===== config.mk =====
export PLATFORM = sky130hd
export DESIGN_NAME = cfs_top
export DESIGN_NICKNAME = d
export VERILOG_FILES = /design/src/logic/cfs_pkg.sv /design/src/logic/cfs_top.sv
export SDC_FILE = /design/constraint.sdc
export NUM_CORES = 1
export LEC_CHECK = 0
export BUFFER_PORTS_ARGS = -buffer_cell sky130_fd_sc_hd__buf_4
export CORE_MARGIN = 1.5
export CORE_UTILIZATION = 30
export CTS_BUF_LIST = sky130_fd_sc_hd__clkbuf_8 sky130_fd_sc_hd__clkbuf_16
export CTS_CLUSTER_SIZE = 25
export DETAILED_ROUTE_END_ITERATION = 6
export SYNTH_ARGS = -nofsm -noshare
export SYNTH_HDL_FRONTEND = slang
export SYNTH_SLANG_ARGS = --single-unit

===== constraint.sdc =====
create_clock -name I_CLK -period 7.6 [get_ports I_CLK]
set_input_delay 1.14 -clock I_CLK [delete_from_list [all_inputs] [get_ports I_CLK]]
set_output_delay 1.14 -clock I_CLK [all_outputs]
set_load 0.02 [all_outputs]

===== src/logic/cfs_pkg.sv =====
package cfs_pkg;
  // ==========================================
  // Register byte offsets
  localparam logic [5:0] REG_CTRL = 6'h00;
  localparam logic [5:0] REG_OFF_DELAY = 6'h04;
  localparam logic [5:0] REG_OFF_FALL = 6'h08;
  localparam logic [5:0] REG_OC_WARN = 6'h0c;
  localparam logic [5:0] REG_OC_FAULT = 6'h10;
  localparam logic [5:0] REG_OT_LIMIT = 6'h14;
  localparam logic [5:0] REG_IOUT = 6'h18;
  localparam logic [5:0] REG_LOAD_CURRENT = 6'h1c;
  localparam logic [5:0] REG_DIE_HEAT = 6'h20;
  localparam logic [5:0] REG_STATUS = 6'h24;
  // ==========================================
  // Control register layout
  typedef struct packed {
    logic [1:0] ot_resp;
    logic oc_latch;
    logic pin_programmed_voltage_mode;
    logic soft_off;
    logic pin_en_req;
    logic cmd_sd_en;
    logic conv_on;
  } cfs_ctrl_t;
  localparam int CTRL_W = 8;
  localparam int CTRL_CLR_BIT = 8;
  localparam cfs_ctrl_t CTRL_RST = 8'h45;
  localparam logic [1:0] OT_IGNORE = 2'h0;
  localparam logic [1:0] OT_INHIBIT = 2'h1;
  localparam logic [1:0] OT_LATCH = 2'h2;
  // ==========================================
  // Reset values
  localparam logic [6:0] DELAY_RST = 7'h00;
  localparam logic [6:0] FALL_RST = 7'h01;
  localparam logic [15:0] OC_WARN_RST = 16'h0190;
  localparam logic [15:0] OC_FAULT_RST = 16'h0200;
  localparam logic [7:0] OT_LIMIT_RST = 8'h7d;
  localparam logic [8:0] TEMP_OFS = 9'h028;
  localparam logic [8:0] TEMP_HYST = 9'h019;
  // ==========================================
  // Timing
  localparam int CLK_MHZ = 250;
  localparam int CLK_NS = 4;
  localparam int MS_CYC_DEF = CLK_MHZ * 1000;
  localparam int HICCUP_MS = 20;
  localparam int SAMPLE_NS = 75;
  localparam int SAMPLE_CYC = (SAMPLE_NS + CLK_NS - 1) / CLK_NS;
  localparam int SLEW_NS_PER_MV = 1600;
  localparam int SLEW_CYC = SLEW_NS_PER_MV / CLK_NS;
  localparam logic [3:0] OC_TOTAL_MAX = 4'h8;
  localparam logic [1:0] OC_RUN_LEN = 2'h3;
  localparam logic [2:0] OK_RUN_LEN = 3'h4;
  localparam logic [8:0] FRAC_FULL = 9'h100;
  // ==========================================
  // Supervisor states
  typedef enum logic [2:0] {
    ST_OFF = 3'b000,
    ST_RUN = 3'b001,
    ST_DELAY = 3'b010,
    ST_STOP = 3'b011,
    ST_HICCUP = 3'b100,
    ST_OT_WAIT = 3'b101,
    ST_LATCHED = 3'b110
  } cfs_state_t;
endpackage : cfs_pkg


===== src/logic/cfs_top.sv =====
`timescale 1ns/100ps
// Function
// - Enable pin low in default setup turns off both gate drivers.
// - Default shutdown is immediate, without delay or ramp.
// - Shutdown via OPERATION command is optional in both modes.
// - Bus mode soft-off waits 0 to 127 ms before turn-off.
// - Bus mode soft-stop ramp lasts 1 to 127 ms.
// - Turn-off delay only applies in bus mode.
// - Pin voltage mode soft-stop slews target down at fixed rate.
// - Report average current with one sixteenth ampere resolution.
// - Eight-bit current register in quarter ampere counts.
// - Warning when average current exceeds the warn limit.
// - Sample low-side current 75 ns from set pulse rise; set pulse is period/8.
// - High-side pulse starts at set pulse falling edge.
// - Eight total trips cause 20 ms enable-low hiccup, repeated.
// - Fault threshold programmable; host should use at least 16 A.
// - Fault response selects latched shutdown or hiccup, hiccup default.
// - Below duty 1/8 only count trips, no duty reduction.
// - Three consecutive trips step duty to 0.5, 0.25, 0.125.
// - Four consecutive clean cycles double the limited duty.
// - Die temperature register equals temperature minus forty degrees.
// - Default trip 125 C; exceeding it turns both switches off.
// - Restart once temperature is below trip minus 25 degrees.
// - Overtemperature response is ignore, inhibit or latch.
module cfs_top
  import cfs_pkg::*;
#(
  parameter int P_MS_CYC = MS_CYC_DEF
) (
  input wire logic I_CLK,
  input wire logic I_NRST,
  input wire logic [5:0] I_AVS_ADDRESS,
  input wire logic I_AVS_READ,
  input wire logic I_AVS_WRITE,
  input wire logic [31:0] I_AVS_WRITEDATA,
  output logic [31:0] O_AVS_READDATA,
  output logic O_AVS_WAITREQUEST,
  input wire logic I_EN_HIGH,
  input wire logic [11:0] I_PERIOD_LEN,
  input wire logic [11:0] I_ON_CYC,
  input wire logic I_OC_CMP,
  input wire logic [15:0] I_IOUT,
  input wire logic I_IOUT_VALID,
  input wire logic [7:0] I_TEMP_CODE,
  input wire logic [11:0] I_VSET_MV,
  output logic O_HS_ON,
  output logic O_LS_ON,
  output logic O_SET_PULSE,
  output logic O_OC_SAMPLE,
  output logic O_CONV_EN,
  output logic [11:0] O_VREF_MV,
  output logic [15:0] O_OC_LIMIT
);
  localparam int SUB_CYC = P_MS_CYC / 256;

  cfs_ctrl_t ctrl;
  cfs_state_t state;
  logic [6:0] off_delay;
  logic [6:0] off_fall;
  logic [15:0] oc_warn_lim;
  logic [7:0] ot_limit;
  logic [15:0] iout;
  logic [7:0] temp_code;
  logic oc_warn;
  logic oc_flt;
  logic ot_flt;
  logic clr_pulse;
  logic [31:0] rd_val;
  logic acc;
  logic [15:0] sub_cnt;
  logic [7:0] sub_idx;
  logic sub_tick;
  logic ms_tick;
  logic [6:0] tcnt;
  logic [6:0] rcnt;
  logic [8:0] frac;
  logic [8:0] slew_cnt;
  logic [11:0] pcnt;
  logic [11:0] set_w;
  logic [11:0] on_lim;
  logic [11:0] on_eff;
  logic [12:0] hs_end;
  logic period_end;
  logic oc_seen;
  logic low_duty;
  logic [3:0] oc_total;
  logic [1:0] over_cnt;
  logic [2:0] ok_cnt;
  logic [1:0] dc_step;
  logic oc_evt;
  logic running;
  logic conv_req;
  logic en_prev;
  logic ot_trip;
  logic ot_clear;
  logic [20:0] vprod;
  logic next_hs;

  function automatic logic [11:0] cfs_min12(input logic [11:0] a, input logic [11:0] b);
    cfs_min12 = (a < b) ? a : b;
  endfunction : cfs_min12

  // ==========================================
  // Avalon slave: one wait cycle, then the answer.
  assign acc = (I_AVS_READ | I_AVS_WRITE) & O_AVS_WAITREQUEST;
  assign clr_pulse = I_AVS_WRITE & ~O_AVS_WAITREQUEST & (I_AVS_ADDRESS == REG_CTRL)
                     & I_AVS_WRITEDATA[CTRL_CLR_BIT];

  always_comb begin
    rd_val = 32'h0000_0000;
    case (I_AVS_ADDRESS)
      REG_CTRL: rd_val = {24'h00_0000, ctrl};
      REG_OFF_DELAY: rd_val = {25'h000_0000, off_delay};
      REG_OFF_FALL: rd_val = {25'h000_0000, off_fall};
      REG_OC_WARN: rd_val = {16'h0000, oc_warn_lim};
      REG_OC_FAULT: rd_val = {16'h0000, O_OC_LIMIT};
      REG_OT_LIMIT: rd_val = {24'h00_0000, ot_limit};
      REG_IOUT: rd_val = {16'h0000, iout};
      REG_LOAD_CURRENT: begin
        rd_val = {24'h00_0000, (iout[15:10] != 6'h00) ? 8'hff : iout[9:2]};
      end
      REG_DIE_HEAT: rd_val = {24'h00_0000, temp_code};
      REG_STATUS: begin
        rd_val = {22'h00_0000, dc_step, 1'b0, state, 1'b0, ot_flt, oc_flt, oc_warn};
      end
      default: rd_val = 32'h0000_0000;
    endcase
  end

  always_ff @(posedge I_CLK or negedge I_NRST) begin
    if (!I_NRST) begin
      O_AVS_WAITREQUEST <= 1'b1;
      O_AVS_READDATA <= 32'h0000_0000;
    end else if (acc) begin
      O_AVS_WAITREQUEST <= 1'b0;
      O_AVS_READDATA <= I_AVS_READ ? rd_val : 32'h0000_0000;
    end else begin
      O_AVS_WAITREQUEST <= 1'b1;
    end
  end

  always_ff @(posedge I_CLK or negedge I_NRST) begin
    if (!I_NRST) begin
      ctrl <= CTRL_RST;
      off_delay <= DELAY_RST;
      off_fall <= FALL_RST;
      oc_warn_lim <= OC_WARN_RST;
      O_OC_LIMIT <= OC_FAULT_RST;
      ot_limit <= OT_LIMIT_RST;
    end else if (I_AVS_WRITE & ~O_AVS_WAITREQUEST) begin
      case (I_AVS_ADDRESS)
        REG_CTRL: ctrl <= I_AVS_WRITEDATA[CTRL_W-1:0];
        REG_OFF_DELAY: off_delay <= I_AVS_WRITEDATA[6:0];
        REG_OFF_FALL: begin
          off_fall <= (I_AVS_WRITEDATA[6:0] == 7'h00) ? 7'h01 : I_AVS_WRITEDATA[6:0];
        end
        REG_OC_WARN: oc_warn_lim <= I_AVS_WRITEDATA[15:0];
        REG_OC_FAULT: O_OC_LIMIT <= I_AVS_WRITEDATA[15:0];
        REG_OT_LIMIT: ot_limit <= I_AVS_WRITEDATA[7:0];
        default: ;
      endcase
    end
  end

  // ==========================================
  // Telemetry and sticky flags; a set wins over a clear.
  always_ff @(posedge I_CLK or negedge I_NRST) begin
    if (!I_NRST) begin
      iout <= 16'h0000;
      temp_code <= 8'h00;
    end else begin
      if (I_IOUT_VALID) begin
        iout <= I_IOUT;
      end
      temp_code <= I_TEMP_CODE;
    end
  end

  assign ot_trip = ({1'b0, temp_code} + TEMP_OFS) > {1'b0, ot_limit};
  assign ot_clear = ({1'b0, temp_code} + TEMP_OFS + TEMP_HYST) < {1'b0, ot_limit};

  always_ff @(posedge I_CLK or negedge I_NRST) begin
    if (!I_NRST) begin
      oc_warn <= 1'b0;
      oc_flt <= 1'b0;
      ot_flt <= 1'b0;
    end else begin
      oc_warn <= (iout > oc_warn_lim) | (oc_warn & ~clr_pulse);
      oc_flt <= oc_evt | (oc_flt & ~clr_pulse);
      ot_flt <= (ot_trip & (ctrl.ot_resp != OT_IGNORE)) | (ot_flt & ~clr_pulse);
    end
  end

  // ==========================================
  // Millisecond time base as 256 sub-ticks.
  always_ff @(posedge I_CLK or negedge I_NRST) begin
    if (!I_NRST) begin
      sub_cnt <= 16'h0000;
      sub_idx <= 8'h00;
    end else if ((state == ST_RUN) || (state == ST_OFF)) begin
      // Restart the time base so that delay, and hiccup entered from run, count whole milliseconds from entry.
      sub_cnt <= 16'h0000;
      sub_idx <= 8'h00;
    end else if (sub_tick) begin
      sub_cnt <= 16'h0000;
      sub_idx <= sub_idx + 8'h01;
    end else begin
      sub_cnt <= sub_cnt + 16'h0001;
    end
  end

  assign sub_tick = (sub_cnt == 16'(SUB_CYC - 1));
  assign ms_tick = sub_tick & (sub_idx == 8'hff);

  // ==========================================
  // Supervisor state machine.
  assign conv_req = (I_EN_HIGH | ~ctrl.pin_en_req) & (ctrl.conv_on | ~ctrl.cmd_sd_en);
  assign running = (state == ST_RUN) | (state == ST_DELAY) | (state == ST_STOP);

  always_ff @(posedge I_CLK or negedge I_NRST) begin
    if (!I_NRST) begin
      en_prev <= 1'b0;
    end else begin
      en_prev <= conv_req;
    end
  end

  always_ff @(posedge I_CLK or negedge I_NRST) begin
    if (!I_NRST) begin
      state <= ST_OFF;
      tcnt <= 7'h00;
    end else begin
      case (state)
        ST_OFF: begin
          tcnt <= 7'h00;
          if (conv_req & ~(ot_trip & (ctrl.ot_resp != OT_IGNORE))) begin
            state <= ST_RUN;
          end
        end
        ST_RUN, ST_DELAY, ST_STOP: begin
          if (oc_evt) begin
            state <= ctrl.oc_latch ? ST_LATCHED : ST_HICCUP;
            tcnt <= 7'h00;
          end else if (ot_trip & (ctrl.ot_resp == OT_LATCH)) begin
            state <= ST_LATCHED;
          end else if (ot_trip & (ctrl.ot_resp == OT_INHIBIT)) begin
            state <= ST_OT_WAIT;
          end else if (state == ST_RUN) begin
            if (!conv_req) begin
              if (!ctrl.soft_off) begin
                state <= ST_OFF;
              end else if (!ctrl.pin_programmed_voltage_mode && off_delay != 7'h00) begin
                state <= ST_DELAY;
                tcnt <= 7'h00;
              end else begin
                state <= ST_STOP;
              end
            end
          end else if (state == ST_DELAY) begin
            if (ms_tick) begin
              tcnt <= tcnt + 7'h01;
              if (tcnt + 7'h01 == off_delay) begin
                state <= ST_STOP;
              end
            end
          end else if (O_VREF_MV == 12'h000) begin
            state <= ST_OFF;
          end
        end
        ST_HICCUP: begin
          if (ms_tick) begin
            tcnt <= tcnt + 7'h01;
            if (tcnt == 7'(HICCUP_MS - 1)) begin
              state <= ST_OFF;
            end
          end
        end
        ST_OT_WAIT: begin
          if (ot_clear) begin
            state <= ST_OFF;
          end
        end
        ST_LATCHED: begin
          if (clr_pulse | (en_prev & ~conv_req)) begin
            state <= ST_OFF;
          end
        end
        default: state <= ST_OFF;
      endcase
    end
  end

  // ==========================================
  // Output target and soft-stop ramp.
  assign vprod = I_VSET_MV * frac;

  always_ff @(posedge I_CLK or negedge I_NRST) begin
    if (!I_NRST) begin
      O_VREF_MV <= 12'h000;
      frac <= FRAC_FULL;
      rcnt <= 7'h00;
      slew_cnt <= 9'h000;
    end else if (state == ST_STOP) begin
      if (!ctrl.pin_programmed_voltage_mode) begin
        O_VREF_MV <= vprod[19:8];
        if (sub_tick && frac != 9'h000) begin
          if (rcnt + 7'h01 >= off_fall) begin
            rcnt <= 7'h00;
            frac <= frac - 9'h001;
          end else begin
            rcnt <= rcnt + 7'h01;
          end
        end
      end else if (slew_cnt == 9'(SLEW_CYC - 1)) begin
        slew_cnt <= 9'h000;
        if (O_VREF_MV != 12'h000) begin
          O_VREF_MV <= O_VREF_MV - 12'h001;
        end
      end else begin
        slew_cnt <= slew_cnt + 9'h001;
      end
    end else begin
      frac <= FRAC_FULL;
      rcnt <= 7'h00;
      slew_cnt <= 9'h000;
      O_VREF_MV <= running ? I_VSET_MV : 12'h000;
    end
  end

  // ==========================================
  // Switching period, set pulse and sampling window.
  assign set_w = {3'b000, I_PERIOD_LEN[11:3]};
  assign period_end = (pcnt + 12'h001 >= I_PERIOD_LEN);
  assign low_duty = (I_ON_CYC < set_w);

  always_comb begin
    case (dc_step)
      2'h1: on_lim = {1'b0, I_PERIOD_LEN[11:1]};
      2'h2: on_lim = {2'b00, I_PERIOD_LEN[11:2]};
      2'h3: on_lim = set_w;
      default: on_lim = I_PERIOD_LEN;
    endcase
  end

  assign on_eff = low_duty ? I_ON_CYC : cfs_min12(I_ON_CYC, on_lim);
  assign hs_end = {1'b0, set_w} + {1'b0, on_eff};
  assign next_hs = running & (pcnt >= set_w) & ({1'b0, pcnt} < hs_end);

  always_ff @(posedge I_CLK or negedge I_NRST) begin
    if (!I_NRST) begin
      pcnt <= 12'h000;
    end else if (!running || period_end) begin
      // A new run always starts with a whole period and a full set pulse.
      pcnt <= 12'h000;
    end else begin
      pcnt <= pcnt + 12'h001;
    end
  end

  always_ff @(posedge I_CLK or negedge I_NRST) begin
    if (!I_NRST) begin
      O_HS_ON <= 1'b0;
      O_LS_ON <= 1'b0;
      O_SET_PULSE <= 1'b0;
      O_OC_SAMPLE <= 1'b0;
      O_CONV_EN <= 1'b0;
    end else begin
      O_HS_ON <= next_hs;
      O_LS_ON <= running & ~next_hs;
      O_SET_PULSE <= running & (pcnt < set_w);
      O_OC_SAMPLE <= running & (pcnt < 12'(SAMPLE_CYC));
      O_CONV_EN <= running;
    end
  end

  // ==========================================
  // Overcurrent sampling and duty stepping.
  always_ff @(posedge I_CLK or negedge I_NRST) begin
    if (!I_NRST) begin
      oc_seen <= 1'b0;
    end else if (pcnt == 12'h000) begin
      oc_seen <= I_OC_CMP;
    end else if (pcnt < 12'(SAMPLE_CYC)) begin
      oc_seen <= oc_seen | I_OC_CMP;
    end
  end

  assign oc_evt = running & period_end & oc_seen & (oc_total == OC_TOTAL_MAX - 4'h1);

  always_ff @(posedge I_CLK or negedge I_NRST) begin
    if (!I_NRST) begin
      oc_total <= 4'h0;
      over_cnt <= 2'h0;
      ok_cnt <= 3'h0;
      dc_step <= 2'h0;
    end else if (!running) begin
      oc_total <= 4'h0;
      over_cnt <= 2'h0;
      ok_cnt <= 3'h0;
      dc_step <= 2'h0;
    end else if (period_end) begin
      if (oc_seen) begin
        ok_cnt <= 3'h0;
        if (oc_total != OC_TOTAL_MAX) begin
          oc_total <= oc_total + 4'h1;
        end
        if (!low_duty) begin
          if (over_cnt == OC_RUN_LEN - 2'h1) begin
            over_cnt <= 2'h0;
            if (dc_step != 2'h3) begin
              dc_step <= dc_step + 2'h1;
            end
          end else begin
            over_cnt <= over_cnt + 2'h1;
          end
        end
      end else begin
        over_cnt <= 2'h0;
        if (ok_cnt == OK_RUN_LEN - 3'h1) begin
          ok_cnt <= 3'h0;
          if (dc_step != 2'h0) begin
            dc_step <= dc_step - 2'h1;
          end else begin
            oc_total <= 4'h0;
          end
        end else begin
          ok_cnt <= ok_cnt + 3'h1;
        end
      end
    end
  end
endmodule : cfs_top


Word-level counts from Yosys, hierarchy flattened
Index checks and enable logic that the tools add are counted.

Input bits: 105. Register bits: 223. Logic and storage cells: 282. Output and inout bits: 66.

Multiply operators: 1. Equality and inequality tests: 59. Bitwise operators: 39. $add $sub $neg: 16. Reductions and logical operators: 35. Order comparisons: 11. Mux-type cells: 82.

Operators by type and width (number): $pmux W16 S10 (1); $mux W7 (14); $mux W12 (8); $mux W9 (7); $mux W3 (18); $pmux W12 S3 (1); $mux W16 (2); $mux W32 (1); $mux W2 (15); $eq A6 B5 Y1 const B (4); $logic_not A12 Y1 (2); $lt A12 B9 Y1 (2); $mux W4 (6); $mux W8 (3); $and A1 B1 Y1 (22); $ne A3 B2 Y1 const B (7); $ne A7 B7 Y1 const B (3); $pmux W7 S3 (1); $mul A12 B9 Y20 (1); $ne A4 B4 Y1 const B (5); $reduce_and A2 Y1 (9); $add A16 B1 Y16 const B (1); $eq A16 B10 Y1 const B (1); $gt A16 B16 Y1 (1); 60 further kinds (108).

Depth between registers and ports, before layout
Gate-level depths: netlist of run 1.

Depth after elaboration: 10. Mapped depth: 31. Gate-level depth less buffers: 28.

Worst setup path before layout of run 1
No wires, ideal clock.

Kind: register to register. Start point: register dc_step[0]. End point: register O_HS_ON. Stages on the path, launching flop included: 29. Period minus slack after synthesis: 6.153 ns. Slack: 1.447 ns. Required time: 7.457 ns. Arrival: 6.010 ns. Buffers on the path: 4. Path through: dfrtp_1 -> inv_1 -> ha_1 -> clkbuf_1 -> clkbuf_1 -> mux2_2 -> ha_1 -> or4_1 -> o211ai_1 -> nand2_1 -> o21ai_1 -> clkbuf_1 -> clkbuf_1 -> o21ai_0 -> ha_1 -> a21o_1 -> a21o_1 -> a21oi_1 -> nor2b_1 -> o41ai_1 -> o21ai_0 -> xnor2_1 -> ha_1 -> nand4_1 -> or3_1 -> o21ai_0 -> nand3_1 -> a32oi_1 -> nor3_1.

Longest elaborated chain between the ends: 8. Elaborated cells between the ends (all ways): 10. Those cells by class: 1 x add/sub; 2 x order compare; 3 x eq/ne; 3 x mux; 1 x bitwise.

Ends and longest elaborated chain: start, declared (line cfs_top.sv:89) `logic [1:0] dc_step;`; start signal, assigned (line cfs_top.sv:411) `dc_step <= dc_step + 2'h1;`; start signal, assigned (line cfs_top.sv:422) `dc_step <= dc_step - 2'h1;`; $eq A2 B2 Y1 / $eq A2 B1 Y1 (equally long branches) (line cfs_top.sv:337) `case (dc_step)`; $pmux W12 S3 (*) (line cfs_top.sv:337); $lt A12 B12 Y1 (line cfs_top.sv:100) `cfs_min12 = (a < b) ? a : b;`; $mux W12 (*) (line cfs_top.sv:100); $mux W12 (*) (line cfs_top.sv:345) `assign on_eff = low_duty ? I_ON_CYC : cfs_min12(I_ON_CYC, on_lim);`; $add A9 B12 Y13 (*) (line cfs_top.sv:346) `assign hs_end = {1'b0, set_w} + {1'b0, on_eff};`; $lt A12 B13 Y1 (*) (line cfs_top.sv:347) `assign next_hs = running & (pcnt >= set_w) & ({1'b0, pcnt} < hs_end);`; $and A1 B1 Y1 (*) (line cfs_top.sv:347); named net next_hs (line cfs_top.sv:97) `logic next_hs;`; end signal, assigned (line cfs_top.sv:368) `O_HS_ON <= next_hs;`; end, declared (line cfs_top.sv:46) `output logic O_HS_ON,`.

The timed path passes the listed nets; every way through them passes the cells marked *. A chain may end at the register's enable or synchronous reset.

Worst setup path after layout of run 1
Ends and elaborated chain as after synthesis.

==> results.md, run 1 <==
- Summed over all cells, the static leakage comes to 0.009082 uW.
- The via count of the first global-routing pass is 13800.
- Wires add up to 44.60 mm.
- Dividing the synthesized area by the synthesized cell count gives 9.209 um^2.
- After synthesis, the largest family of logic cells by area is adder cells.
- Measured in cells, the most critical reg-to-reg path has a length of 24.
- The detailed router finished its first iteration with 820 violations.
- The worst hold path begins at sub_cnt[0].
- sky130_fd_sc_hd__dfrtp_1 takes more of the synthesized area than any other cell.
- The floorplan step defined a die boundary enclosing 0.05630 mm^2.
- The count of endpoints failing hold in the final timing report is 0.
- The detailed-route vias per instance is 5.177.
- The share of total power dissipated in the clock network is 0.303.
- The reg-to-reg endpoint is O_HS_ON.
- The initial standard-cell utilization of the core is 0.3048.
- The number of cells on the worst hold path is 1.
- The number of different library cells in the post-synthesis netlist is 81.
- The floorplan has 85 rows.
- Yosys mapped a number of flops with a built-in enable equal to 0.
- In this run the vertical extent of the chip is 237.3 um.
- Counting flops and latches in the post-synthesis netlist gives 207.
- The share of the cycle needed by the critical path after routing is 0.8856.
- Data arrives at the worst endpoint at 7.09 ns.
- During placement, the flow inserted port buffers numbering 138.
- The tool flagged a number of max-cap violations equal to 0.
- The worst setup path is captured at a register.
- The detail route stage leaves a number of antenna-violating nets equal to 0.
- The core region is 0.05403 mm^2.
- For this run, the register share of the synthesized area comes to 0.3158.
- The post-detailed-route DRC marker count is 0.
- Adding up every negative setup slack in the final design gives 0 ns.
- For this run the aggregate overflow at the end of global routing stands at 0.
- The clock skew is 0.02059 ns.
- The wire-length estimate of the detail-placed layout is 33.55 mm.
- Of the total synthesized cell area, the portion taken by AND, OR, NAND and NOR gates is 0.1663.
- The post-synthesis share of cell area spent on full adders, half adders and majority gates is 0.2029.
- The main flop type after synthesis is sky130_fd_sc_hd__dfrtp_1.
- The number of antenna violations at the first check in global routing came to 1.
- In this run the worst path has a maximum fanout of 16.
- Clock latency on the worst-skew pair, taken at its later pin, is 0.55 ns.
- The top-level port count is 171.
- The instance count of the mapped netlist is 1788.
- OpenSTA, run right after detailed placement, puts the worst setup slack at 0.7900 ns.
- For the pin with the worst max-slew slack, the measured transition is 1.055 ns.
- The share of the synthesized area in the top cell type is 0.2903.
- Ranked by total cell area, the synthesized netlist is headed by sky130_fd_sc_hd__dfrtp_1, sky130_fd_sc_hd__ha_1, sky130_fd_sc_hd__fa_1.
- The path with the worst hold slack has its endpoint at sub_cnt[0].
- The relative contribution of sequential cells to total power is 0.334.
- The class of the worst hold path is register to register.
- The wire length of the first global-routing pass is 73.29 mm.
- During synthesis, Yosys emitted a total of 0 warnings.
- The cell area that synthesis handed to floorplanning was 0.01647 mm^2.
- The proportion of layout cells with a drive suffix above 1 is 0.1514.
- The final-report max-slew violation count came to 0.
- Of the post-synthesis cell area, the part taken by muxes is 0.06581.
- The filler cells instantiated in the layout total 5481.
- The number of buffers on the longest clock path is 3.
- From synthesis to final layout, the design area changed by 15.33%.
- The number of buffers added to fix hold violations after cts is 0.
- The maximum VDD drop is 0.0001351 V.
- The critical path is of the register to register type.
- The cell-internal power is 2639 uW.
- The number of clock buffers added by TritonCTS is 26.
- After clock tree synthesis, the repair step resized 0 gates.
- Subtracting the final worst setup slack from the clock period gives 6.731 ns.
- The number of setup violations in the final report is 0.
- Routability-driven placement finished with a final weighted congestion of 0.8724.
- The flow ran to the end, and the final reports show no timing, DRC or antenna violations.
- The layout net count is 2219.
- The number of H-tree levels is 1.
- The root buffer cell chosen for the clock tree is sky130_fd_sc_hd__clkbuf_16.
- Entering global routing, the biggest net connects 130 pins.
- The worst setup slack after layout is 0.8694 ns.
- The xor-xnor portion of the synthesized cell area is 0.04681.
- The total clock sinks is 207.
- The die outline width is 237.3 um.
- After clock tree synthesis, the clock-pin slew on the worst setup and hold paths is 0.06 ns.
- In this run the critical register-to-register path is launched from dc_step[0].
- The first detailed-routing pass ran for 6 iterations.
- After detailed routing, the average wire length per cell comes to 17.12 um.
- The normalized max-slew margin is 0.2963.
- Of the total power, combinational logic draws 0.363.
- The switching power summed over all nets is 1568 uW.
- The number of setup buffers added after CTS is 0.
- TritonCTS built the clock tree.
- For the worst setup path, the data required time is 7.96 ns.
- The diode insertion count for antenna repair is 0.
- In the global route stage, overall resource usage came out at 0.1590.
- For this design the ratio of total power to cell area is 221.5 mW/mm^2.
- In the synthesized netlist the async set-or-reset flop fraction comes to 1.000.
- The worst register-to-register path has a setup slack of 0.87 ns.
- The startpoint type of the worst setup path is a register.
- Setup repair after global routing left no endpoint under its margin.
- The share of the synthesized area in compound gates (AO/OA/AOI/OAI) is 0.1445.
- Timing would allow up to 148.6 MHz.
- The switching power as a share of total power is 0.3727.
- The final route contains 13490 vias.
## through the flow
stage,utilization,instance area (um^2),hold WS [ns],total power (uW),instances
6_report,0.3515,18990,0.4732,4207,2605
5_1_grt,0.3515,18990,0.4927,4522,2605
4_1_cts,0.3515,18990,0.4800,4256,2605
3_5_place_dp,0.3349,18090,0.4689,2956,2557
3_3_place_gp,0.3349,18090,0.4465,2920,2557
2_1_floorplan,-,16520,0.4329,2463,1803
## metal layers
metal	track usage	wire length, um	vias up
li1	-	-	6446
met1	0.2156	20440	6642
met2	0.2670	20940	335
met3	0.02381	2338	64
met4	0.03532	881	0
met5	0	0	-
## how the worst max path moves through the flow
| stage | to | startpoint | cells past startpoint | slack, ns |
|---|---|---|---|---|
| finish | O_HS_ON | dc_step[0] | 24 | 0.87 |
| global route | O_HS_ON | dc_step[0] | 25 | 0.20 |
| CTS | O_HS_ON | dc_step[0] | 24 | 0.75 |
| detailed placement | O_HS_ON | I_PERIOD_LEN[10] | 25 | 0.79 |
| global placement | O_HS_ON | I_PERIOD_LEN[10] | 25 | 0.81 |
| floorplan | O_HS_ON | dc_step[0] | 28 | 1.45 |
## registers in the layout (all words and copies together) (netlist names), 9 cells and up
name,flops
O_AVS_READDATA,16
O_OC_LIMIT,16
iout,16
oc_warn_lim,16
sub_cnt,16
O_VREF_MV,12
pcnt,12
frac,9
slew_cnt,9
## cells by family (layout without fill, tap and decap cells)
family | Yosys count | in the layout
other | 1 | 16
AO/OA/AOI/OAI | 376 | 376
flip-flops | 207 | 207
multiplexers | 95 | 95
AND/OR/NAND/NOR | 559 | 559
buffers and inverters | 237 | 343
XOR/XNOR | 88 | 88
adder cells (fa/ha/maj) | 225 | 225
## cell type report
class,count,area [um^2],share of cell area
multi-input combinational,1359,10370,0.5462
sequential,207,5200,0.2738
clock buffer,35,785.8,0.04138
clock inverter,13,110.1,0.005798
timing repair buffer,143,1081,0.05692
inverter,152,570.5,0.03004
tap,696,870.8,0.04586
## power groups by stage
| stage | Clock (uW) | Sequential, uW | Combinational (uW) |
|---|---|---|---|
| floorplan | 0 | 1370 | 1100 |
| global placement | 0 | 1420 | 1500 |
| detailed placement | 0 | 1420 | 1530 |
| CTS | 1310 | 1400 | 1550 |
| global route | 1350 | 1420 | 1750 |
| finish | 1270 | 1400 | 1530 |
## cell usage in the layout (no fill, tap or decap), types with 19 or more instances in the layout
master | synthesis | layout
sky130_fd_sc_hd__nor2b_1 | 25 | 25
sky130_fd_sc_hd__and2_1 | 39 | 39
sky130_fd_sc_hd__xor2_1 | 41 | 41
sky130_fd_sc_hd__nor2_1 | 102 | 102
sky130_fd_sc_hd__fa_1 | 70 | 70
sky130_fd_sc_hd__nand4_1 | 23 | 23
sky130_fd_sc_hd__nor3_1 | 22 | 22
sky130_fd_sc_hd__ha_1 | 155 | 155
sky130_fd_sc_hd__xnor2_1 | 47 | 47
sky130_fd_sc_hd__nand3_1 | 48 | 48
sky130_fd_sc_hd__inv_1 | 149 | 155
sky130_fd_sc_hd__clkbuf_16 | 0 | 27
sky130_fd_sc_hd__nand2_1 | 200 | 200
sky130_fd_sc_hd__dfrtp_1 | 191 | 191
sky130_fd_sc_hd__o21ai_0 | 113 | 113
sky130_fd_sc_hd__a21o_1 | 35 | 35
sky130_fd_sc_hd__buf_4 | 16 | 142
sky130_fd_sc_hd__o21ai_1 | 21 | 21
sky130_fd_sc_hd__mux2_2 | 73 | 73
sky130_fd_sc_hd__and3_1 | 19 | 19
sky130_fd_sc_hd__a21oi_1 | 76 | 76
sky130_fd_sc_hd__a222oi_1 | 21 | 21
## worst max-delay path, cell delays in order, from the launching register on
cell                       delay [ns]
sky130_fd_sc_hd__dfrtp_1         0.43
sky130_fd_sc_hd__inv_1           0.12
sky130_fd_sc_hd__ha_1            0.69
sky130_fd_sc_hd__mux2_2          0.43
sky130_fd_sc_hd__ha_1            0.21
sky130_fd_sc_hd__or4_1           0.52
sky130_fd_sc_hd__o211ai_1        0.35
sky130_fd_sc_hd__nand2_1         0.12
sky130_fd_sc_hd__o21ai_1         0.32
sky130_fd_sc_hd__o21ai_0         0.24
sky130_fd_sc_hd__ha_1            0.32
sky130_fd_sc_hd__a21o_1          0.18
sky130_fd_sc_hd__a21o_1          0.19
sky130_fd_sc_hd__a21oi_1         0.15
sky130_fd_sc_hd__nor2b_1         0.07
sky130_fd_sc_hd__o41ai_1         0.42
sky130_fd_sc_hd__o21ai_0         0.24
sky130_fd_sc_hd__xnor2_1         0.18
sky130_fd_sc_hd__ha_1            0.31
sky130_fd_sc_hd__nand4_1         0.08
sky130_fd_sc_hd__or3_1           0.36
sky130_fd_sc_hd__o21ai_0         0.18
sky130_fd_sc_hd__nand3_1         0.10
sky130_fd_sc_hd__a32oi_1         0.24
sky130_fd_sc_hd__nor3_1          0.09
## synth_stat cells, types with 5 or more instances
| library cell | count |
|---|---|
| sky130_fd_sc_hd__nand4_1 | 23 |
| sky130_fd_sc_hd__dfrtp_1 | 191 |
| sky130_fd_sc_hd__mux2_2 | 73 |
| sky130_fd_sc_hd__a222oi_1 | 21 |
| sky130_fd_sc_hd__mux2i_1 | 16 |
| sky130_fd_sc_hd__nand3b_1 | 5 |
| sky130_fd_sc_hd__a31oi_1 | 15 |
| sky130_fd_sc_hd__nand2b_1 | 16 |
| sky130_fd_sc_hd__clkbuf_1 | 66 |
| sky130_fd_sc_hd__buf_4 | 16 |
| sky130_fd_sc_hd__inv_1 | 149 |
| sky130_fd_sc_hd__fa_1 | 70 |
| sky130_fd_sc_hd__or4_1 | 7 |
| sky130_fd_sc_hd__a21o_1 | 35 |
| sky130_fd_sc_hd__and3_1 | 19 |
| sky130_fd_sc_hd__nor4_1 | 16 |
| sky130_fd_sc_hd__nor2_1 | 102 |
| sky130_fd_sc_hd__o31ai_1 | 10 |
| sky130_fd_sc_hd__o21ai_1 | 21 |
| sky130_fd_sc_hd__o211ai_1 | 9 |
| sky130_fd_sc_hd__o22ai_1 | 9 |
| sky130_fd_sc_hd__o21a_1 | 9 |
| sky130_fd_sc_hd__o21ai_0 | 113 |
| sky130_fd_sc_hd__dfstp_2 | 16 |
| sky130_fd_sc_hd__nand2_1 | 200 |
| sky130_fd_sc_hd__nor3_1 | 22 |
| sky130_fd_sc_hd__xnor2_1 | 47 |
| sky130_fd_sc_hd__nand3_1 | 48 |
| sky130_fd_sc_hd__or3_1 | 12 |
| sky130_fd_sc_hd__and2_1 | 39 |
| sky130_fd_sc_hd__a22oi_1 | 7 |
| sky130_fd_sc_hd__xor2_1 | 41 |
| sky130_fd_sc_hd__nor2b_1 | 25 |
| sky130_fd_sc_hd__ha_1 | 155 |
| sky130_fd_sc_hd__a21oi_1 | 76 |
Power figures use the tool's default switching activity.
==> inputs of run 2 (changes only) <==
ABC_AREA = 1   (was not set)
PLACE_DENSITY_LB_ADDON = 0.15   (was not set)
==> run 2 against run 1 <==
  * Sequential power is 6% lower
  * Global-route usage up 1.1 points
  * Routed wire length rose by 8.3%
  * Highest routed layer unchanged
  * Critical path type unchanged
  * Synthesized cell count rose by 24%
  * Worst hold slack worse by 0.021 ns
  * Worst setup slack improved by 0.46 ns
  * Maximum frequency rose by 7.3%
  * First-iteration DRC count increased by 1.1%
  * Combinational power hardly changed
==> results.md, run 2 <==
- The number of buffers added to fix hold violations after cts is 0 (unchanged).
- The row count came to 86 (+1.2%).
- The clock skew is 0.01901 ns (-0.001585 ns).
- The required time at the endpoint of the critical path is 8.02 ns (+0.06 ns).
- The final setup TNS is 0 ns (unchanged).
- The largest net degree at the start of global routing is 112 (-14%).
- The total clock sinks is 207 (unchanged).
- The placed instance count came to 3056 (+20%).
- CTS placed an instance of sky130_fd_sc_hd__clkbuf_16 at the clock tree root.
- The kind of end point of the critical path is a register.
- Among all stages on the critical path, the largest delay is contributed by sky130_fd_sc_hd__inv_1.
- The number of warning messages in the yosys log is 0 (unchanged).
- Setup repair after global routing left no endpoint under its margin.
- The global placement routability congestion is 0.8833 (+1.2%).
- The power per cell area is 220.6 mW/mm^2 (-0.40%).
- The average wire per cell in the routed design came to 15.54 um (-9.2%).
- The share of flip-flops with an asynchronous set or reset came to 1.000 (unchanged).
- The number of maximum-capacitance violations is 0 (unchanged).
- The proportion of layout cells with a drive suffix above 1 is 0.1106 (-0.04079).
- The largest total area in the synthesized netlist belongs to sky130_fd_sc_hd__dfrtp_1.
- The die outline area is 0.05797 mm^2 (+3.0%).
- The worst hold margin is 0.4523 ns (-0.02089 ns).
- The category of the critical setup timing path is register to register.
- The number of fillers in the final layout is 5944 (+8.4%).
- Leaving out fill and tap cells, the most frequent cell in the layout is sky130_fd_sc_hd__nand2_1.
- The number of different library cells in the post-synthesis netlist is 67 (-17%).
- The clock latency at the later pin of the worst-skew pair is 0.55 ns (about the same).
- The combined area of all synthesized cells is 0.01696 mm^2 (+3.0%).
- Yosys attributes the largest share of cell area to sky130_fd_sc_hd__dfrtp_1, sky130_fd_sc_hd__ha_1, sky130_fd_sc_hd__nand2_1.
- By instance count, the leading cell after synthesis is sky130_fd_sc_hd__nand2_1.
- The number of I/O port buffers was 138 (unchanged).
- The final-report max-slew violation count is 0 (unchanged).
- The share of the cycle needed by the critical path after routing is 0.8251 (-0.06046).
- The total overflow reported by the global router was 0 (unchanged).
- The synthesized area per cell is 7.630 um^2 (-17%).
- The initial standard-cell utilization of the core came to 0.3055 (+0.0007097).
- The class of the worst hold path is register to register.
- The peak clock frequency supported by timing is 159.5 MHz (+7.3%).
- The clock transition at the registers of the reported paths is 0.06 ns (about the same).
- The number of H-tree levels is 1 (unchanged).
- The die outline width was 240.8 um (+1.5%).
- In this design, the largest share of critical-path delay is due to compound AO/OA/AOI/OAI gates.
- The normalized max-slew margin is 0.2468 (-0.04950).
- The number of standard cells in the final layout excluding fillers is 3108 (+19%).
- The total track usage came to 0.1704 (+0.01146).
- The count of endpoints failing hold in the final timing report is 0 (unchanged).
- The arrival time at the worst endpoint was 6.69 ns (-0.40 ns).
- The number of synthesized register bits is 207 (unchanged).
- The via count of the first global-routing pass is 14810 (+7.4%).
- For this run, the leading register cell type out of synthesis is sky130_fd_sc_hd__dfrtp_1.
- The instance count of the mapped netlist is 2223 (+24%).
- The actual transition at the worst max-transition pin is 1.127 ns (+0.07153 ns).
- Sorting the synthesized cells by how often they occur yields sky130_fd_sc_hd__nand2_1, sky130_fd_sc_hd__inv_1, sky130_fd_sc_hd__o21ai_0.
- The chip height is 240.8 um (+1.5%).
- The wire length of the first global-routing pass is 79.52 mm (+8.5%).
- The count of flip-flops with a built-in enable after synthesis was 0 (unchanged).
- The antenna violation net count after detailed routing is 0 (unchanged).
- The top-level port count is 171 (unchanged).
- The total buffers and inverters traversed by the critical path is 5 (+4).
- Leaving out fill and tap cells, the most frequent cells in the layout are sky130_fd_sc_hd__nand2_1, sky130_fd_sc_hd__inv_1, sky130_fd_sc_hd__o21ai_0.
- The number of buffers on the longest clock path is 3 (unchanged).
- The post-cts resize count is 0 (unchanged).
- The leakage component of the power came to 0.009931 uW (+9.3%).
- TritonCTS built the clock tree.
- The share of the synthesized area in the top cell type is 0.2818 (-0.008480).
- The number of CTS-inserted buffers came to 28 (+7.7%).
- The number of setup violations in the final report is 0 (unchanged).
- The post-detailed-route DRC marker count was 0 (unchanged).
- The fraction of the yosys area taken by sequential cells was 0.3066 (-0.009225).
- The startpoint type of the worst setup path is a register.
- The first-pass iteration count of the detailed router was 6 (unchanged).
- The diode insertion count for antenna repair was 0 (unchanged).
- The number of DRC markers after the initial detailed-route iteration was 829 (+1.1%).
- The flow ran to the end, and the final reports show no timing, DRC or antenna violations.
- The setup slack on the worst flop-to-flop path came to 1.33 ns (+0.46 ns).
- The number of antenna violations at the first check in global routing was 0 (-1).
- The total power of the final layout is 4351 uW (+3.4%).
- The post-layout minimum cycle time is 6.271 ns (-0.4595 ns).
- The placeable core area came to 0.05552 mm^2 (+2.8%).
- The post-detailed-placement half-perimeter wirelength is 37.37 mm (+11%).
- The critical-path maximum fanout is 22 (+6).
- The layout net count is 2668 (+20%).
- The routed wire length is 48.30 mm (+8.3%).
- The maximum VDD drop is 0.0001988 V (+47%).
- Relative to the synthesized area, the layout overhead comes to 16.27%.
- The detailed-route vias per instance is 4.794 (-7.4%).
- The post-CTS repair timing setup buffer count is 0 (unchanged).
- The peak per-stage delay on the critical path is 0.46 ns (-0.23 ns).
- The via count was 14900 (+10%).
[run 2: path summary, 6_finish.rpt]
kind,from,to,cells after the start
worst max register to register,dc_step[0],O_LS_ON,32
min in group asynchronous,I_NRST,temp_code[0],1
worst min register to register,sub_idx[7],sub_idx[7],1
worst min-delay path,sub_idx[7],sub_idx[7],1
max in group asynchronous,I_NRST,oc_warn_lim[1],2
worst max-delay path,dc_step[0],O_LS_ON,32
[run 2: where the power goes]
group          leakage (uW)  total (uW)  internal (uW)  switching [uW]
combinational       0.00668        1550            553            1000
clock              0.000523        1480            947             532
sequential          0.00273        1320           1200             113
total               0.00993        4350           2700            1650
[run 2: area by class of cell]
type | instances | area [um^2] | share of cell area
sequential | 207 | 5200 | 0.2637
clock buffer | 38 | 849.6 | 0.04308
timing repair buffer | 144 | 1089 | 0.05520
clock inverter | 14 | 201.4 | 0.01022
multi-input combinational | 1577 | 10020 | 0.5080
tap | 748 | 935.9 | 0.04746
inverter | 380 | 1428 | 0.07239
[run 2: per-stage QoR]
| step | util | instance area, um^2 | setup WS [ns] |
|---|---|---|---|
| floorplan | - | 17020 | 2.370 |
| CTS | 0.3552 | 19720 | 1.381 |
| global placement | 0.3362 | 18670 | 1.348 |
| detailed placement | 0.3362 | 18670 | 1.254 |
| finish | 0.3552 | 19720 | 1.329 |
| global route | 0.3552 | 19720 | 0.7072 |
[run 2: logic make-up after synthesis]
kind of cell,count (synthesis),share of synthesized area
compound gates,443,0.1523
xor+xnor,49,0.02530
fa+ha+maj,225,0.1970
buf+inv,454,0.1062
flops,207,0.3066
mux,3,0.001918
other cells,1,0.0002211
simple gates,841,0.2106
[run 2: metal layers]
layer,vias to the layer above,track usage,share of wire
met3,59,0.01853,0.039
met1,7085,0.2318,0.47
met4,0,0.04564,0.023
met2,310,0.2870,0.47
met5,-,0,0
li1,7445,-,-
==> inputs of run 3 (changes only) <==
ABC_AREA = 0   (was 1)
clock period = 5.95 ns   (was 7.6 ns; I/O delays follow)
==> run 3 against run 2 <==
  * Die area shrank 2.9%
  * Final cell count fell by 15%
  * Critical endpoint unchanged
  * Maximum frequency is 12% higher
  * Via count shrank 8.8%
  * Highest routed layer unchanged
  * First-iteration DRC count is 4.7% higher
  * Flip-flop and latch count unchanged
  * Cell area fell by 1.1%
  * Worst hold slack got worse by 0.16 ns
  * The run now ends with design-rule violations left
  * Critical path depth shrank 4
  * Routed wire length decreased by 2.0%
  * Non-clock buffer count up 48
  * Clock power rose by 13%
  * Largest cell class unchanged
==> results.md, run 3 (synthesis results as in run 1) <==
- The flow ran to the end, but the final reports show violations.
- The checks that failed: design-rule violations.
- The chip height is 237.3 um (-1.5%).
- The average wire per cell in the routed design is 17.85 um (+15%).
- The post-detailed-route DRC marker count was 2 (+2).
- The post-layout minimum cycle time is 5.617 ns (-0.6541 ns).
- The worst setup path is captured at a register.
- On the critical path the largest part of the delay comes from compound AO/OA/AOI/OAI gates.
- Setup repair after global routing left no endpoint under its margin.
- The post-detailed-placement half-perimeter wirelength was 36.16 mm (-3.2%).
- The total met3 wirelength after detailed routing is 1.975 mm (+3.9%).
- The total clock sinks is 207 (unchanged).
- The via count is 13580 (-8.8%).
- The number of setup violations in the final report was 0 (unchanged).
- The number of DRC markers after the initial detailed-route iteration is 868 (+4.7%).
- The total routed wire length on the met1 layer is 22.70 mm (+0.91%).
- The clock root buffer is sky130_fd_sc_hd__clkbuf_16.
- The power per cell area came to 281.6 mW/mm^2 (+28%).
- STA classifies the critical path startpoint as a register.
- The count of endpoints failing hold in the final timing report is 0 (unchanged).
- The slowest library cell on the worst path is sky130_fd_sc_hd__or4_1.
- The proportion of layout cells with a drive suffix above 1 is 0.1809 (+0.07030).
- The routed wire length was 47.34 mm (-2.0%).
- The final setup TNS is 0 ns (unchanged).
- The number of buffers added to fix hold violations after cts is 0 (unchanged).
- The utilization of the core after routing was 0.3609 (+0.005739).
- The clock transition at the registers of the reported paths was 0.06 ns (about the same).
- The reg-to-reg endpoint is O_LS_ON.
- The number of H-tree levels came to 1 (unchanged).
- The arrival time at the worst endpoint is 6.10 ns (-0.59 ns).
- The via count of the first global-routing pass is 13850 (-6.5%).
- The critical path is of the register to register type.
- The number of antenna violations at the first check in global routing is 1 (+1).
- The top-level port count is 171 (unchanged).
- The number of I/O port buffers is 138 (unchanged).
- The number of cells on the worst reg-to-reg path came to 28 (-13%).
- The die outline width is 237.3 um (-1.5%).
- The worst hold margin came to 0.2948 ns (-0.1575 ns).
- The class of the worst hold path is primary input to async pin.
- The number of buffers on the longest clock path came to 3 (unchanged).
- The required time at the endpoint of the critical path is 6.43 ns (-1.59 ns).
- The total overflow reported by the global router is 0 (unchanged).
- The row count came to 85 (-1.2%).
- The top layer used by detailed routing is met4.
- The met2 wire length is 21.87 mm (-4.0%).
- The first-pass iteration count of the detailed router was 7 (+1).
- The actual transition at the worst max-transition pin came to 1.209 ns (+0.08185 ns).
- The startpoint of the worst register-to-register path is dc_step[1].
- The number of maximum-capacitance violations is 0 (unchanged).
- The maximum VDD drop is 0.0001853 V (-6.8%).
- The critical-path maximum fanout is 14 (-36%).
- The antenna violation net count after detailed routing is 0 (unchanged).
- The number of CTS-inserted buffers is 26 (-7.1%).
- The relative area change from synthesis to final layout is 18.42%.
- The peak per-stage delay on the critical path is 0.50 ns (+0.04 ns).
- The setup slack on the worst flop-to-flop path came to 0.33 ns (-1.00 ns).
- The wire length of the first global-routing pass is 76.64 mm (-3.6%).
- The total buffers and inverters traversed by the critical path was 5 (unchanged).
- The diode insertion count for antenna repair came to 0 (unchanged).
- The die outline area came to 0.05630 mm^2 (-2.9%).
- The layout net count was 2268 (-15%).
- The normalized max-slew margin is 0.1879 (-0.05895).
- The share of the cycle needed by the critical path after routing is 0.9440 (+0.1189).
- The clock tree from TritonCTS is done.
- The final-report max-slew violation count is 0 (unchanged).
- The peak clock frequency supported by timing came to 178.0 MHz (+12%).
- The detailed-route vias per instance is 5.120 (+6.8%).
- The placeable core area is 0.05403 mm^2 (-2.7%).
- The largest net degree at the start of global routing is 138 (+23%).
- The commonest non-fill, non-tap cell in the layout is sky130_fd_sc_hd__nand2_1.
- The global placement routability congestion was 0.8219 (-7.0%).
- The total track usage is 0.1694 (-0.001018).
- The initial standard-cell utilization of the core is 0.3048 (-0.0007097).
- The clock skew is 0.01524 ns (-0.003767 ns).
- The clock latency at the later pin of the worst-skew pair came to 0.54 ns (about the same).
- The leakage component of the power is 0.009346 uW (-5.9%).
- Leaving out fill and tap cells, the most frequent cells in the layout are sky130_fd_sc_hd__nand2_1, sky130_fd_sc_hd__dfrtp_1, sky130_fd_sc_hd__buf_4.
-- run 3: cell types whose count changed in the layout (fill, tap and decap cells not counted), moves of 25 or more --
| cell | delta |
|---|---|
| sky130_fd_sc_hd__nand2_1 | -312 |
| sky130_fd_sc_hd__and2_1 | +37 |
| sky130_fd_sc_hd__nor2_1 | -40 |
| sky130_fd_sc_hd__nand3_1 | -36 |
| sky130_fd_sc_hd__buf_4 | +43 |
| sky130_fd_sc_hd__a21oi_1 | -33 |
| sky130_fd_sc_hd__o21ai_0 | -88 |
| sky130_fd_sc_hd__nor2b_1 | +25 |
| sky130_fd_sc_hd__o22ai_1 | -30 |
| sky130_fd_sc_hd__xnor2_1 | +30 |
| sky130_fd_sc_hd__mux2_2 | +71 |
| sky130_fd_sc_hd__a21o_1 | +29 |
| sky130_fd_sc_hd__inv_1 | -220 |
-- run 3: worst max path at each step --
stage | from | to | slack (ns) | cells past startpoint
after detailed placement | I_PERIOD_LEN[10] | O_HS_ON | -0.14 | 28
after floorplan | dc_step[0] | O_HS_ON | 0.01 | 28
after global placement | I_PERIOD_LEN[8] | O_LS_ON | -0.14 | 26
after global routing | dc_step[1] | O_HS_ON | 0.03 | 28
after CTS | dc_step[0] | O_LS_ON | 0.05 | 27
final | dc_step[1] | O_LS_ON | 0.33 | 28
-- run 3: what timing repair did --
action                     4_1_cts  5_1_grt
resized for setup                1       19
setup endpoints to repair        2        2
pin swaps                        1        2
buffers inserted                 1        1
-- run 3: through the flow --
step | instances | power, uW | area [um^2] | worst slack (ns)
2_1_floorplan | 1803 | 3146 | 16520 | 0.009985
3_3_place_gp | 2604 | 3833 | 18500 | -0.1419
3_5_place_dp | 2604 | 3867 | 18500 | -0.1399
4_1_cts | 2652 | 5581 | 19420 | 0.04989
5_1_grt | 2653 | 5912 | 19500 | 0.02878
6_report | 2653 | 5490 | 19500 | 0.3330
-- run 3: area by class of cell --
class / instances / area [um^2]
repair buffers: 192 / 1503
well taps: 696 / 870.8
flip-flops and latches: 207 / 5202
inverters: 152 / 570.5
multi-input cells: 1359 / 10440
fillers: 5498 / 34530
clock buffers: 37 / 813.3
clock inverters: 10 / 96.34
-- run 3: power by group --
part | total [uW] | switching, uW | internal, uW
Combinational | 2040 | 1180 | 865
Sequential | 1780 | 226 | 1550
Clock | 1670 | 640 | 1030
Total | 5490 | 2050 | 3450
-- run 3: layer usage --
layer  GRT usage  vias up
met3     0.01893       52
met1      0.2377     6673
li1            -     6557
met5           0        -
met2      0.2794      302
met4     0.03841        0
